===== config.mk =====
export PLATFORM = sky130hd
export DESIGN_NAME = rcr_top
export DESIGN_NICKNAME = d
export VERILOG_FILES = /design/src/hw/rcr_pkg.sv /design/src/hw/rcr_sync2.sv /design/src/hw/rcr_top.sv
export SDC_FILE = /design/constraint.sdc
export NUM_CORES = 1
export LEC_CHECK = 0
export BUFFER_PORTS_ARGS = -buffer_cell sky130_fd_sc_hd__buf_4
export CORE_ASPECT_RATIO = 0.7
export CORE_MARGIN = 2
export CORE_UTILIZATION = 35
export CTS_BUF_LIST = sky130_fd_sc_hd__clkbuf_16
export DETAILED_ROUTE_END_ITERATION = 10
export SLEW_MARGIN = 40
export SYNTH_ARGS = -nofsm -noshare
export SYNTH_HDL_FRONTEND = slang
export SYNTH_SLANG_ARGS = --single-unit
export TNS_END_PERCENT = 20

===== constraint.sdc =====
create_clock -name clock -period 3 [get_ports clock]
set_input_delay 0.45 -clock clock [delete_from_list [all_inputs] [get_ports clock]]
set_output_delay 0.45 -clock clock [all_outputs]
set_load 0.02 [all_outputs]

===== src/hw/rcr_pkg.sv =====
// Shared constants and carriers for the reset cause recorder
package rcr_pkg;

    // Register byte offsets on the APB window
    localparam logic [7:0] OFF_CAUSE    = 8'h00;  // Cause flags, service port
    localparam logic [7:0] OFF_CTRL     = 8'h04;  // Enable settings
    localparam logic [7:0] OFF_IRQ_STAT = 8'h08;  // Sticky event status
    localparam logic [7:0] OFF_IRQ_CLR  = 8'h0c;  // Write one to clear
    localparam logic [7:0] OFF_IRQ_EN   = 8'h10;  // Interrupt enables
    localparam logic [7:0] OFF_WDOG_CNT = 8'h14;  // Live watchdog count

    // Cause flag positions
    localparam int BIT_POR     = 7;  // Power-on
    localparam int BIT_PIN     = 6;  // External reset pin
    localparam int BIT_WDOG    = 5;  // Watchdog
    localparam int BIT_BADOP   = 4;  // Bad opcode
    localparam int BIT_BADADDR = 3;  // Bad address
    localparam int BIT_OSC     = 2;  // Reference oscillator lost
    localparam int BIT_UV      = 1;  // Undervoltage

    // Cause value after power-on: power-on and undervoltage set
    localparam logic [7:0] CAUSE_POR_VALUE = 8'h82;

    // Watchdog service keys
    localparam logic [7:0] KEY_ARM  = 8'h55;
    localparam logic [7:0] KEY_FIRE = 8'haa;

    // Control field positions and reset value
    localparam int CTRL_WDOG_EN  = 0;
    localparam int CTRL_UVRST_EN = 1;
    localparam int CTRL_HALT_EN  = 2;
    localparam int CTRL_DBG_EN   = 3;
    localparam logic [3:0] CTRL_RESET = 4'h1;

    // Interrupt status bit positions
    localparam int IRQ_RECORDED = 0;  // A reset cause was latched
    localparam int IRQ_SERVICED = 1;  // Watchdog restarted by key pair
    localparam int IRQ_W        = 2;

    // Timing counts in bus cycles
    localparam int RST_HOLD_CYCLES     = 16;
    localparam int WDOG_TIMEOUT_CYCLES = 8192;

    // Reset requests from logic on the bus clock
    typedef struct packed {
        logic badOpcode;   // Unimplemented or illegal opcode
        logic haltExec;    // Halt instruction executed
        logic debugExec;   // Enter-debug instruction executed
        logic badAddress;  // Access to unimplemented address
        logic oscLost;     // Reference clock monitor tripped
        logic debugForce;  // Debug host set force reset bit
    } rcr_src_s;

    // Control register layout
    typedef struct packed {
        logic dbgEn;    // Enter-debug instruction allowed
        logic haltEn;   // Halt instruction allowed
        logic uvRstEn;  // Undervoltage causes reset
        logic wdogEn;   // Watchdog running
    } rcr_ctrl_s;

endpackage : rcr_pkg


===== src/hw/rcr_sync2.sv =====
`timescale 1ns/1ps
// Two flop synchroniser for asynchronous pin levels
module rcr_sync2 #(
    parameter int              WIDTH       = 1,
    parameter logic [WIDTH-1:0] RESET_VALUE = '0
) (
    // Clock and reset
    input  wire logic             clock,
    input  wire logic             reset,
    input  wire logic             clockEnable,
    // Raw and synchronised levels
    input  wire logic [WIDTH-1:0] din,
    output logic      [WIDTH-1:0] dout
);

    logic [WIDTH-1:0] meta_reg;  // First stage, read only by second

    // First stage feeds only the second stage to contain metastability
    always_ff @(posedge clock or posedge reset) begin
        if (reset) begin
            meta_reg <= RESET_VALUE;
            dout     <= RESET_VALUE;
        end else if (clockEnable) begin
            meta_reg <= din;
            dout     <= meta_reg;
        end
    end

endmodule : rcr_sync2


===== src/hw/rcr_top.sv =====
`timescale 1ns/1ps
// Functional notes
// Cause flags are read-only; writes ignored
// Debug forced reset leaves all flags clear
// Bad key write resets while watchdog enabled
// 0x55 then 0xAA restarts watchdog, flags kept
// Power-on sets bit 7 and undervoltage
// Enabled undervoltage trip resets, sets bit 1
// Other resets record active sources only
// External pin low level sets bit 6
// Watchdog timeout sets bit 5 when enabled
// Bad opcode sets bit 4
// Halt instruction illegal when halt disabled
// Enter-debug illegal when debug disabled
// Bad address access sets bit 3
// Oscillator loss sets bit 2
// Bit 0 reserved, reads zero
// Undervoltage keeps bit 7, clears others
module rcr_top #(
    parameter int WDOG_TIMEOUT = rcr_pkg::WDOG_TIMEOUT_CYCLES,
    parameter int RST_HOLD     = rcr_pkg::RST_HOLD_CYCLES
) (
    // Clock, power-on reset and freeze
    input  wire logic           clock,
    input  wire logic           reset,
    input  wire logic           clockEnable,
    // APB slave
    input  wire logic           psel,
    input  wire logic           penable,
    input  wire logic           pwrite,
    input  wire logic [7:0]     paddr,
    input  wire logic [31:0]    pwdata,
    output logic      [31:0]    prdata,
    output logic                pready,
    output logic                pslverr,
    // Asynchronous pins
    input  wire logic           resetPinN,
    input  wire logic           lowVoltagePin,
    // Reset requests from core logic
    input  wire rcr_pkg::rcr_src_s cpuEvents,
    // System outputs
    output logic                sysReset,
    output logic                irq
);

    // Widths hold the terminal count
    localparam int CW = $clog2(WDOG_TIMEOUT + 1);  // Watchdog count width
    localparam int HW = $clog2(RST_HOLD + 1);      // Hold count width

    // Last values of both counters
    localparam logic [CW-1:0] WDOG_LAST = CW'(WDOG_TIMEOUT - 1);
    localparam logic [HW-1:0] HOLD_LAST = HW'(RST_HOLD - 1);

    // Local copy of the interrupt width
    localparam int IRQ_W_L = rcr_pkg::IRQ_W;

    // Sequencer states
    typedef enum logic [0:0] {
        RCR_RUN,   // Normal operation, sources watched
        RCR_HOLD   // System held in reset
    } rcr_state_e;

    // Sequencer and flags
    rcr_state_e        state_reg;      // Current sequencer state
    rcr_state_e        state_next;     // Next sequencer state
    logic [7:0]        cause_reg;      // Recorded cause flags
    logic [7:0]        cause_next;     // Flags latched at entry
    rcr_pkg::rcr_ctrl_s ctrl_reg;      // Enable settings

    // Counters and key arm
    logic [CW-1:0]     wdogCount_reg;  // Watchdog cycle count
    logic [CW-1:0]     wdogCount_next; // Watchdog count update
    logic [HW-1:0]     hold_reg;       // Reset hold countdown
    logic [HW-1:0]     hold_next;      // Countdown update
    logic              armed_reg;      // First service key seen
    logic              armed_next;     // Arm update

    // Interrupts and bus answer
    logic [IRQ_W_L-1:0] irqStat_reg;   // Sticky event bits
    logic [IRQ_W_L-1:0] irqStat_next;  // Status update
    logic [IRQ_W_L-1:0] irqEn_reg;     // Interrupt enables
    logic              ack_reg;        // Access phase ready
    logic [31:0]       prdata_reg;     // Captured read data

    // Synchronised pin levels
    logic [1:0] pinSync;    // {reset pin, undervoltage}
    logic       pinLow;     // External pin held low
    logic       uvLevel;    // Supply below trip level
    // Logic reads only stage two

    // Pins come from outside the clock domain
    // Reset value: pin released, supply good
    rcr_sync2 #(
        .WIDTH       (2),
        .RESET_VALUE (2'b10)
    ) u_pinSync (
        .clock       (clock),
        .reset       (reset),
        .clockEnable (clockEnable),
        .din         ({resetPinN, lowVoltagePin}),
        .dout        (pinSync)
    );

    assign pinLow  = ~pinSync[1];
    assign uvLevel = pinSync[0];

    // Bus decode
    logic access;      // Access phase under way
    logic busWrite;    // Write takes effect this edge
    logic capture;     // Read data captured this edge
    logic selCause;    // Cause register selected
    logic selCtrl;     // Control register selected
    logic selStat;     // Interrupt status selected
    logic selClr;      // Interrupt clear selected
    logic selEn;       // Interrupt enable selected
    logic selCnt;      // Watchdog count selected
    logic mapped;      // Address hits any register
    logic [7:0] wByte; // Low write byte

    // Phase strobes
    assign access   = psel & penable;
    assign capture  = access & ~ack_reg & clockEnable;
    assign busWrite = access & pwrite & pready;

    // Address decode
    assign selCause = (paddr == rcr_pkg::OFF_CAUSE);
    assign selCtrl  = (paddr == rcr_pkg::OFF_CTRL);
    assign selStat  = (paddr == rcr_pkg::OFF_IRQ_STAT);
    assign selClr   = (paddr == rcr_pkg::OFF_IRQ_CLR);
    assign selEn    = (paddr == rcr_pkg::OFF_IRQ_EN);
    assign selCnt   = (paddr == rcr_pkg::OFF_WDOG_CNT);
    assign mapped   = selCause | selCtrl | selStat | selClr | selEn
                    | selCnt;

    // Keys use the low byte only
    assign wByte    = pwdata[7:0];

    // One wait state; freeze also holds the answer off
    assign pready  = ack_reg & clockEnable;
    assign pslverr = pready & ~mapped;
    assign prdata  = prdata_reg;

    // Read mux; clear register reads as zero
    // Unmapped offsets read zero too
    logic [31:0] readData;
    assign readData =
        selCause ? {24'h0, cause_reg} :
        selCtrl  ? {28'h0, ctrl_reg} :
        selStat  ? {30'h0, irqStat_reg} :
        selEn    ? {30'h0, irqEn_reg} :
        selCnt   ? {{(32-CW){1'b0}}, wdogCount_reg} :
        32'h0;

    // Watchdog service port on the cause address
    logic keyWrite;    // Any write to cause address
    logic isArm;       // First key value
    logic isFire;      // Second key value
    logic restart;     // Valid key pair completed
    logic badKey;      // Value other than either key
    logic wdogTimeout; // Count reached its limit

    assign keyWrite = busWrite & selCause;
    assign isArm    = (wByte == rcr_pkg::KEY_ARM);
    assign isFire   = (wByte == rcr_pkg::KEY_FIRE);

    // Second key counts only when armed
    assign restart  = keyWrite & isFire & armed_reg;

    // Other values bite only when enabled
    assign badKey   = keyWrite & ~isArm & ~isFire
                    & ctrl_reg.wdogEn;

    // Entry takes one more edge
    assign wdogTimeout = ctrl_reg.wdogEn
                       & (wdogCount_reg == WDOG_LAST);

    // Reset source qualification
    logic wdogEv;   // Watchdog reset request
    logic badOpEv;  // Opcode reset request
    logic uvEv;     // Undervoltage reset request
    logic otherEv;  // Pin, watchdog, opcode or address
    logic anyEv;    // Any request
    logic entry;    // Reset entry this cycle

    assign wdogEv  = wdogTimeout | badKey;

    // Disallowed halt or debug is illegal
    assign badOpEv = cpuEvents.badOpcode
                   | (cpuEvents.haltExec & ~ctrl_reg.haltEn)
                   | (cpuEvents.debugExec & ~ctrl_reg.dbgEn);

    // Undervoltage resets only if enabled
    assign uvEv    = uvLevel & ctrl_reg.uvRstEn;
    assign otherEv = pinLow | wdogEv | badOpEv | cpuEvents.badAddress;
    assign anyEv   = uvEv | cpuEvents.oscLost | cpuEvents.debugForce
                   | otherEv;

    // Requests in hold are ignored
    assign entry   = (state_reg == RCR_RUN) & anyEv;

    // Flag sets for each kind of reset entry
    logic [7:0] uvCause;     // Undervoltage entry
    logic [7:0] oscCause;    // Oscillator loss entry
    logic [7:0] otherCause;  // Any other entry

    // Power-on flag kept, undervoltage set, rest clear
    assign uvCause = (cause_reg & 8'h80) | 8'h02;
    // Clock loss records only itself
    assign oscCause = 8'h04;
    // Only sources live at entry are recorded; bit 0 stays zero
    assign otherCause = {1'b0, pinLow, wdogEv, badOpEv,
                         cpuEvents.badAddress, 3'b000};

    // One kind of entry recorded at a time
    // Undervoltage wins, then clock loss, then debug force
    assign cause_next =
        uvEv                 ? uvCause :
        cpuEvents.oscLost    ? oscCause :
        cpuEvents.debugForce ? 8'h00 :
        otherCause;

    // Sequencer: enter hold on any request, leave when quiet
    always_comb begin
        state_next = state_reg;
        hold_next  = hold_reg;
        case (state_reg)
            RCR_RUN: begin
                if (anyEv) begin
                    // Count down from the last value
                    state_next = RCR_HOLD;
                    hold_next  = HOLD_LAST;
                end
            end
            RCR_HOLD: begin
                // Level sources stretch the hold until released
                if (hold_reg != '0) begin
                    hold_next = hold_reg - HW'(1);
                end else if (~pinLow & ~uvEv) begin
                    state_next = RCR_RUN;
                end
            end
            default: begin
                // Unreachable; recover
                state_next = RCR_RUN;
            end
        endcase
    end

    // Output straight from the state flop
    assign sysReset = (state_reg == RCR_HOLD);

    // Watchdog count: cleared in hold, when disabled or serviced
    assign wdogCount_next =
        (sysReset | ~ctrl_reg.wdogEn | restart) ? '0 :
        wdogCount_reg + CW'(1);

    // Key sequencing: any other write to the cause address breaks the pair
    // A repeated arm key stays armed
    assign armed_next = sysReset ? 1'b0 :
                        keyWrite ? isArm :
                        armed_reg;

    // Sticky events; a new set wins over a same-cycle clear
    logic [IRQ_W_L-1:0] irqSet;  // Events this cycle
    logic [IRQ_W_L-1:0] irqClr;  // Clear mask written
    // Bit 1 serviced, bit 0 recorded
    assign irqSet = {restart, entry};
    // Clear only on a committed write
    assign irqClr = (busWrite & selClr) ? pwdata[IRQ_W_L-1:0] : '0;
    assign irqStat_next = (irqStat_reg & ~irqClr) | irqSet;

    // Level from enabled sticky bits
    assign irq = |(irqStat_reg & irqEn_reg);

    // Sequencer and cause flags; power-on loads the fixed value
    always_ff @(posedge clock or posedge reset) begin
        if (reset) begin
            // Power-on values
            state_reg <= RCR_RUN;
            hold_reg  <= '0;
            cause_reg <= rcr_pkg::CAUSE_POR_VALUE;
        end else if (clockEnable) begin
            state_reg <= state_next;
            hold_reg  <= hold_next;
            // Only entry loads flags, never the bus
            if (entry) begin
                cause_reg <= cause_next;
            end
        end
    end

    // Control settings return to defaults at every reset entry
    always_ff @(posedge clock or posedge reset) begin
        if (reset) begin
            ctrl_reg <= rcr_pkg::CTRL_RESET;
        end else if (clockEnable) begin
            // Entry wins over a same-cycle write
            if (entry) begin
                ctrl_reg <= rcr_pkg::CTRL_RESET;
            end else if (busWrite & selCtrl) begin
                ctrl_reg <= pwdata[3:0];
            end
        end
    end

    // Watchdog counter and key arm flag
    always_ff @(posedge clock or posedge reset) begin
        if (reset) begin
            // Count starts from zero
            wdogCount_reg <= '0;
            armed_reg     <= 1'b0;
        end else if (clockEnable) begin
            wdogCount_reg <= wdogCount_next;
            armed_reg     <= armed_next;
        end
    end

    // Interrupt registers survive system resets so software sees them
    always_ff @(posedge clock or posedge reset) begin
        if (reset) begin
            irqStat_reg <= '0;
            irqEn_reg   <= '0;
        end else if (clockEnable) begin
            irqStat_reg <= irqStat_next;
            // Enables change only by a write
            if (busWrite & selEn) begin
                irqEn_reg <= pwdata[IRQ_W_L-1:0];
            end
        end
    end

    // APB answer: capture data first, then ready for one cycle
    always_ff @(posedge clock or posedge reset) begin
        if (reset) begin
            ack_reg    <= 1'b0;
            prdata_reg <= '0;
        end else if (clockEnable) begin
            if (capture) begin
                ack_reg    <= 1'b1;
                // Writes load zero, no stale data
                prdata_reg <= pwrite ? 32'h0 : readData;
            end else if (pready) begin
                // Ready stands one enabled cycle
                ack_reg <= 1'b0;
            end
        end
    end

endmodule : rcr_top


Yosys cells after proc, flatten, opt, wreduce, memory -nomap -nowiden. Index checks and enable logic that the tools add are counted.

Add/sub/neg operators: 2. Bitwise operators: 52. Multiplexer cells: 24. Reduce and logical (&&, ||, !) cells: 14. Eq/ne operators: 10.

Operators with widths (number): two-way mux 14 bit (7); AND 1 bit (22); two-way mux 7 bit (3); == test 8 x 4 -> 1 bit (second input constant) (2); == test 8 x 5 -> 1 bit (second input constant) (2); OR 1 bit (16); adder 14 x 1 -> 14 bit (second input constant) (1); == test 14 x 13 -> 1 bit (second input constant) (1); AND reduction 2 bit (6); two-way mux 5 bit (2); inverter 1 bit (10); one-hot mux 5 bit (2 select lines) (1); == test 8 x 3 -> 1 bit (second input constant) (1); == test 8 x 7 -> 1 bit (second input constant) (1); == test 8 bit (second input constant) (1); logical NOT 8 bit (1); two-way mux 4 bit (2); two-way mux 1 bit (7); AND reduction 3 bit (2); nonzero test 2 bit (3); nonzero test 5 bit (1); subtractor 5 x 1 -> 5 bit (second input constant) (1); AND 2 bit (2); two-way mux 2 bit (1); other kinds (6) (6).

Bits in registers: 74. Logic and storage cells: 118. Bits of input ports: 54. Output and inout port bits: 36.

Longest topological paths before layout.
Depth after elaboration: 15. Mapped depth: 7. Mapped depth without buffers: 7.

By module. From an unflattened synthesis, not the netlist that was laid out.

Cells, all modules: 311. Area total of the unflattened synthesis: 3042.9 um2.

Modules (own cells, without submodules): rcr_top (cells each 302, area an instance 2891.5 um2, instances 1, seq. area each 1280.0 um2); rcr_sync2 (cells each 9, area an instance 151.4 um2, instances 1, seq. area each 102.6 um2).

Least setup slack after synthesis. Ideal clock, no wire load.

Kind: input to register. Start: in paddr[1]. End: reg cause_reg[4]. Setup slack: 0.495 ns. Library setup time: 0.125 ns. Cell stages on the path: 7. Required time: 2.875 ns. Path buffers: 2. Data arrival time: 2.380 ns. Cell sequence: or4_4 or3_1 buf_6 nor4_4 o211a_1 buf_6 mux2_4.

Cells in the longest elaborated chain, start to end: 12.

RTL lines: start, declared (RTL line rcr_top.sv:31) `input wire logic [7:0] paddr,`; logical NOT 8 bit (RTL line rcr_top.sv:126) `assign selCause = (paddr == rcr_pkg::OFF_CAUSE);`; AND 1 bit (RTL line rcr_top.sv:162) `assign keyWrite = busWrite & selCause;`; AND 1 bit (2 in a row) (RTL line rcr_top.sv:170) `assign badKey = keyWrite & ~isArm & ~isFire`; AND 1 bit (RTL line rcr_top.sv:171) `& ctrl_reg.wdogEn;`; OR 1 bit (RTL line rcr_top.sv:185) `assign wdogEv = wdogTimeout | badKey;`; OR 1 bit (3 in a row) (RTL line rcr_top.sv:194) `assign otherEv = pinLow | wdogEv | badOpEv | cpuEvents.badAddress;`; OR 1 bit (RTL line rcr_top.sv:196) `| otherEv;`; AND 1 bit (RTL line rcr_top.sv:199) `assign entry = (state_reg == RCR_RUN) & anyEv;`; AND reduction 2 bit (no line); end signal, assigned (RTL line rcr_top.sv:281) `cause_reg <= rcr_pkg::CAUSE_POR_VALUE;`; end signal, assigned (RTL line rcr_top.sv:287) `cause_reg <= cause_next;`; end, declared (RTL line rcr_top.sv:66) `logic [7:0] cause_reg;`.

No other way between the ends. A chain may end at the register's enable or synchronous reset.

Final worst setup path.
Start: in paddr[1]. End: reg cause_reg[6].

The elaborated chain is that of the path after synthesis.

==> results.cfg <==
[cells_and_area]
diodes = 0
areaGrowthSynthToFinish_pct = 19.6
nets = 416
drive_above_1_share = 0.239
final_util = 0.426
final_cell_mix = 57 x buf_4, 50 x dfrtp_1, 31 x nand2_1
final_common_cell = buf_4

[detailed_routing]
met1_length_um = 3810
first_pass_iters = 4
drc = 0
wirelength_um = 7260
viasPerCell = 5.15
postRouteAntennaNets = 0
wl_met3_um = 278
num_vias = 2396
wl_met2_um = 3120
drt_iter0_drc = 148
route.top_layer_used = met4
wl_per_cell_um = 15.6

[floorplan]
dieArea_um2 = 9280
ios = 90
initial_core_util = 0.356
die_height_um = 81.2
core_region_area_um2 = 8370
std_cell_rows = 28
die_w_um = 114

[cts]
cts_tree = yes
htree_levels = 2
postCtsSetupRepairBufs = 0
cts_buffers = 5
clock_sinks = 55
cts_hold_buf = 0
root_buffer = clkbuf_16
clockBufferDepth = 2
clkLatencyLatePin_ns = 0.30
postCtsResizedCells = 0
cts.clk_slew.worst_paths_ns = 0.08

[worst_setup_path]
slowest_stage = or4_4
worst_ep_required_time_ns = 3.18
rrSetupSlack_ns = 0.74
path_class = in -> reg
r2r_cells = 5
end_kind = register
worstPathMaxFanout = 5
path_cells = buf_4, or4_4, or3_1, nor4_4, o211a_1, mux2_4
r2r-start = ack_reg
cpPeakStageDelay_ns = 0.54
worstPathArrival_ns = 2.60
start_kind = primary input
rr_endpoint = cause_reg[6]

[grt]
antenna_found_initial = 0
grt_max_degree = 37
gr-total-overflow = 0
grt_pass1_wl_um = 12100
grt_pass1_vias = 2356
track_usage = 0.163

[timing]
final_hold_viol_count = 0
finalCriticalPeriod_ns = 2.43
worstMarginPinSlew_ns = 0.567
fin_ws_ns = 0.574
layout_worst_path_cycle_share = 0.809
skew_ns = 0.0109
fmax_mhz = 412
setup_viol_count_final = 0
grt_setup_unrepaired = false
max_slew_margin = 0.618
setup_tns_ns = 0
whs_ns = 0.157
report.final.slew_viol_count = 0

[synthesis]
ys_seq_elements = 55
synth_compound_area_frac = 0.155
netlist_area_um2 = 2980
yosysWarnings = 0
synthAdderAreaFrac = 0.0126
synth_top_family_by_area = simple AND/OR/NAND/NOR gates
synth_enable_flop_cells = 0
synthCells = 306
syn_area_per_cell_um2 = 9.74
muxShareOfSynthArea = 0.0499
synthSimpleGateAreaFrac = 0.208
postSynth.asyncResetShare = 1.00
synth_xor_area_frac = 0.0294
synth.distinct_cells = 58
ys.flop_type = dfrtp_1
seq_area_frac_synth = 0.464

[place]
post-dp-hpwl_um = 5560
io_buffers = 47
pre_cts_ws_ns = 0.277
globalplace.congestion = 0.781

[pwr]
p_per_area_nw_per_um2 = 541
ir_drop_mv = 0.220
p_leak_nw = 1.61

[run_status]
outcome = finished clean

[hold_path]
hp-class = in -> async

[job]
max_cap_violations = 0
synth_stat cells, drive strengths merged, types with 2 or more instances:
master | instances | area (um2)
a21o | 3 | 22.5
a21oi | 8 | 40.0
a221oi | 3 | 26.3
a22o | 7 | 61.3
a22oi | 5 | 37.5
a32o | 2 | 20.0
and2 | 4 | 25.0
and3 | 5 | 31.3
buf | 21 | 163
clkbuf | 7 | 26.3
dfrtp | 50 | 1250
dfstp | 5 | 131
ha | 3 | 37.5
inv | 13 | 48.8
mux2 | 9 | 109
mux2i | 4 | 40.0
nand2 | 31 | 116
nand2b | 7 | 43.8
nand3 | 9 | 45.0
nand4 | 5 | 31.3
nor2 | 29 | 109
nor3 | 9 | 45.0
nor4 | 3 | 33.8
nor4b | 2 | 17.5
nor4bb | 2 | 20.0
o211ai | 2 | 15.0
o21ai | 15 | 75.1
o22ai | 5 | 31.3
o2bb2ai | 2 | 17.5
o311ai | 3 | 33.8
or3 | 2 | 12.5
or4 | 2 | 18.8
or4bb | 2 | 22.5
xnor2 | 5 | 43.8
xor2 | 5 | 43.8
per-stage QoR:
| stage | cells | power (mW) | cell area [um2] |
|---|---|---|---|
| final | 465 | 1.93 | 3560 |
| after global routing | 465 | 2.03 | 3560 |
| after CTS | 465 | 1.94 | 3560 |
| after detailed placement | 457 | 1.35 | 3420 |
| after global placement | 457 | 1.33 | 3420 |
| after floorplan | 323 | 1.22 | 3050 |
worst max-delay path: cells and delay by family:
family,cells,cell delay [ns]
AND/OR/NAND/NOR,3,1.35
AO/OA/AOI/OAI,1,0.37
multiplexers,1,0.32
buffers and inverters,1,0.11
metal layers:
layer / track usage / vias up
met5: 0 / -
met4: 0.0256 / 0
met3: 0.0231 / 6
met2: 0.251 / 54
met1: 0.248 / 1169
li1: - / 1167
kinds of logic (layout without fill, tap and decap cells):
family | count (synthesis) | after routing
buffers and inverters | 41 | 78
muxes | 13 | 13
AOI/OAI and AO/OA | 65 | 65
DFF | 55 | 55
and+or+nand+nor | 118 | 118
adders and majority gates | 3 | 3
other | 1 | 18
xor gates and xnor gates | 10 | 10
cell type report:
class | count | area [um2]
clock buffer | 5 | 125
clock inverter | 3 | 23.8
fill | 811 | 4810
inverter | 13 | 48.8
multi-input combinational | 227 | 1430
sequential | 55 | 1380
tap | 105 | 131
timing repair buffer | 57 | 428
how the worst max path moves through the flow:
stage,end,cells after the start,startpoint
floorplan,cause_reg[4],7,paddr[1]
global placement,cause_reg[6],6,paddr[1]
global route,cause_reg[1],7,paddr[1]
detailed placement,cause_reg[1],7,paddr[1]
CTS,cause_reg[1],7,paddr[1]
finish,cause_reg[6],6,paddr[1]
report_power, final:
group	internal, mW	total (mW)	switching, mW
logic	0.174	0.392	0.218
registers	0.849	0.942	0.0934
clock network	0.314	0.594	0.280
total	1.34	1.93	0.591
Note: power is estimated with default switching activity, not from simulation.
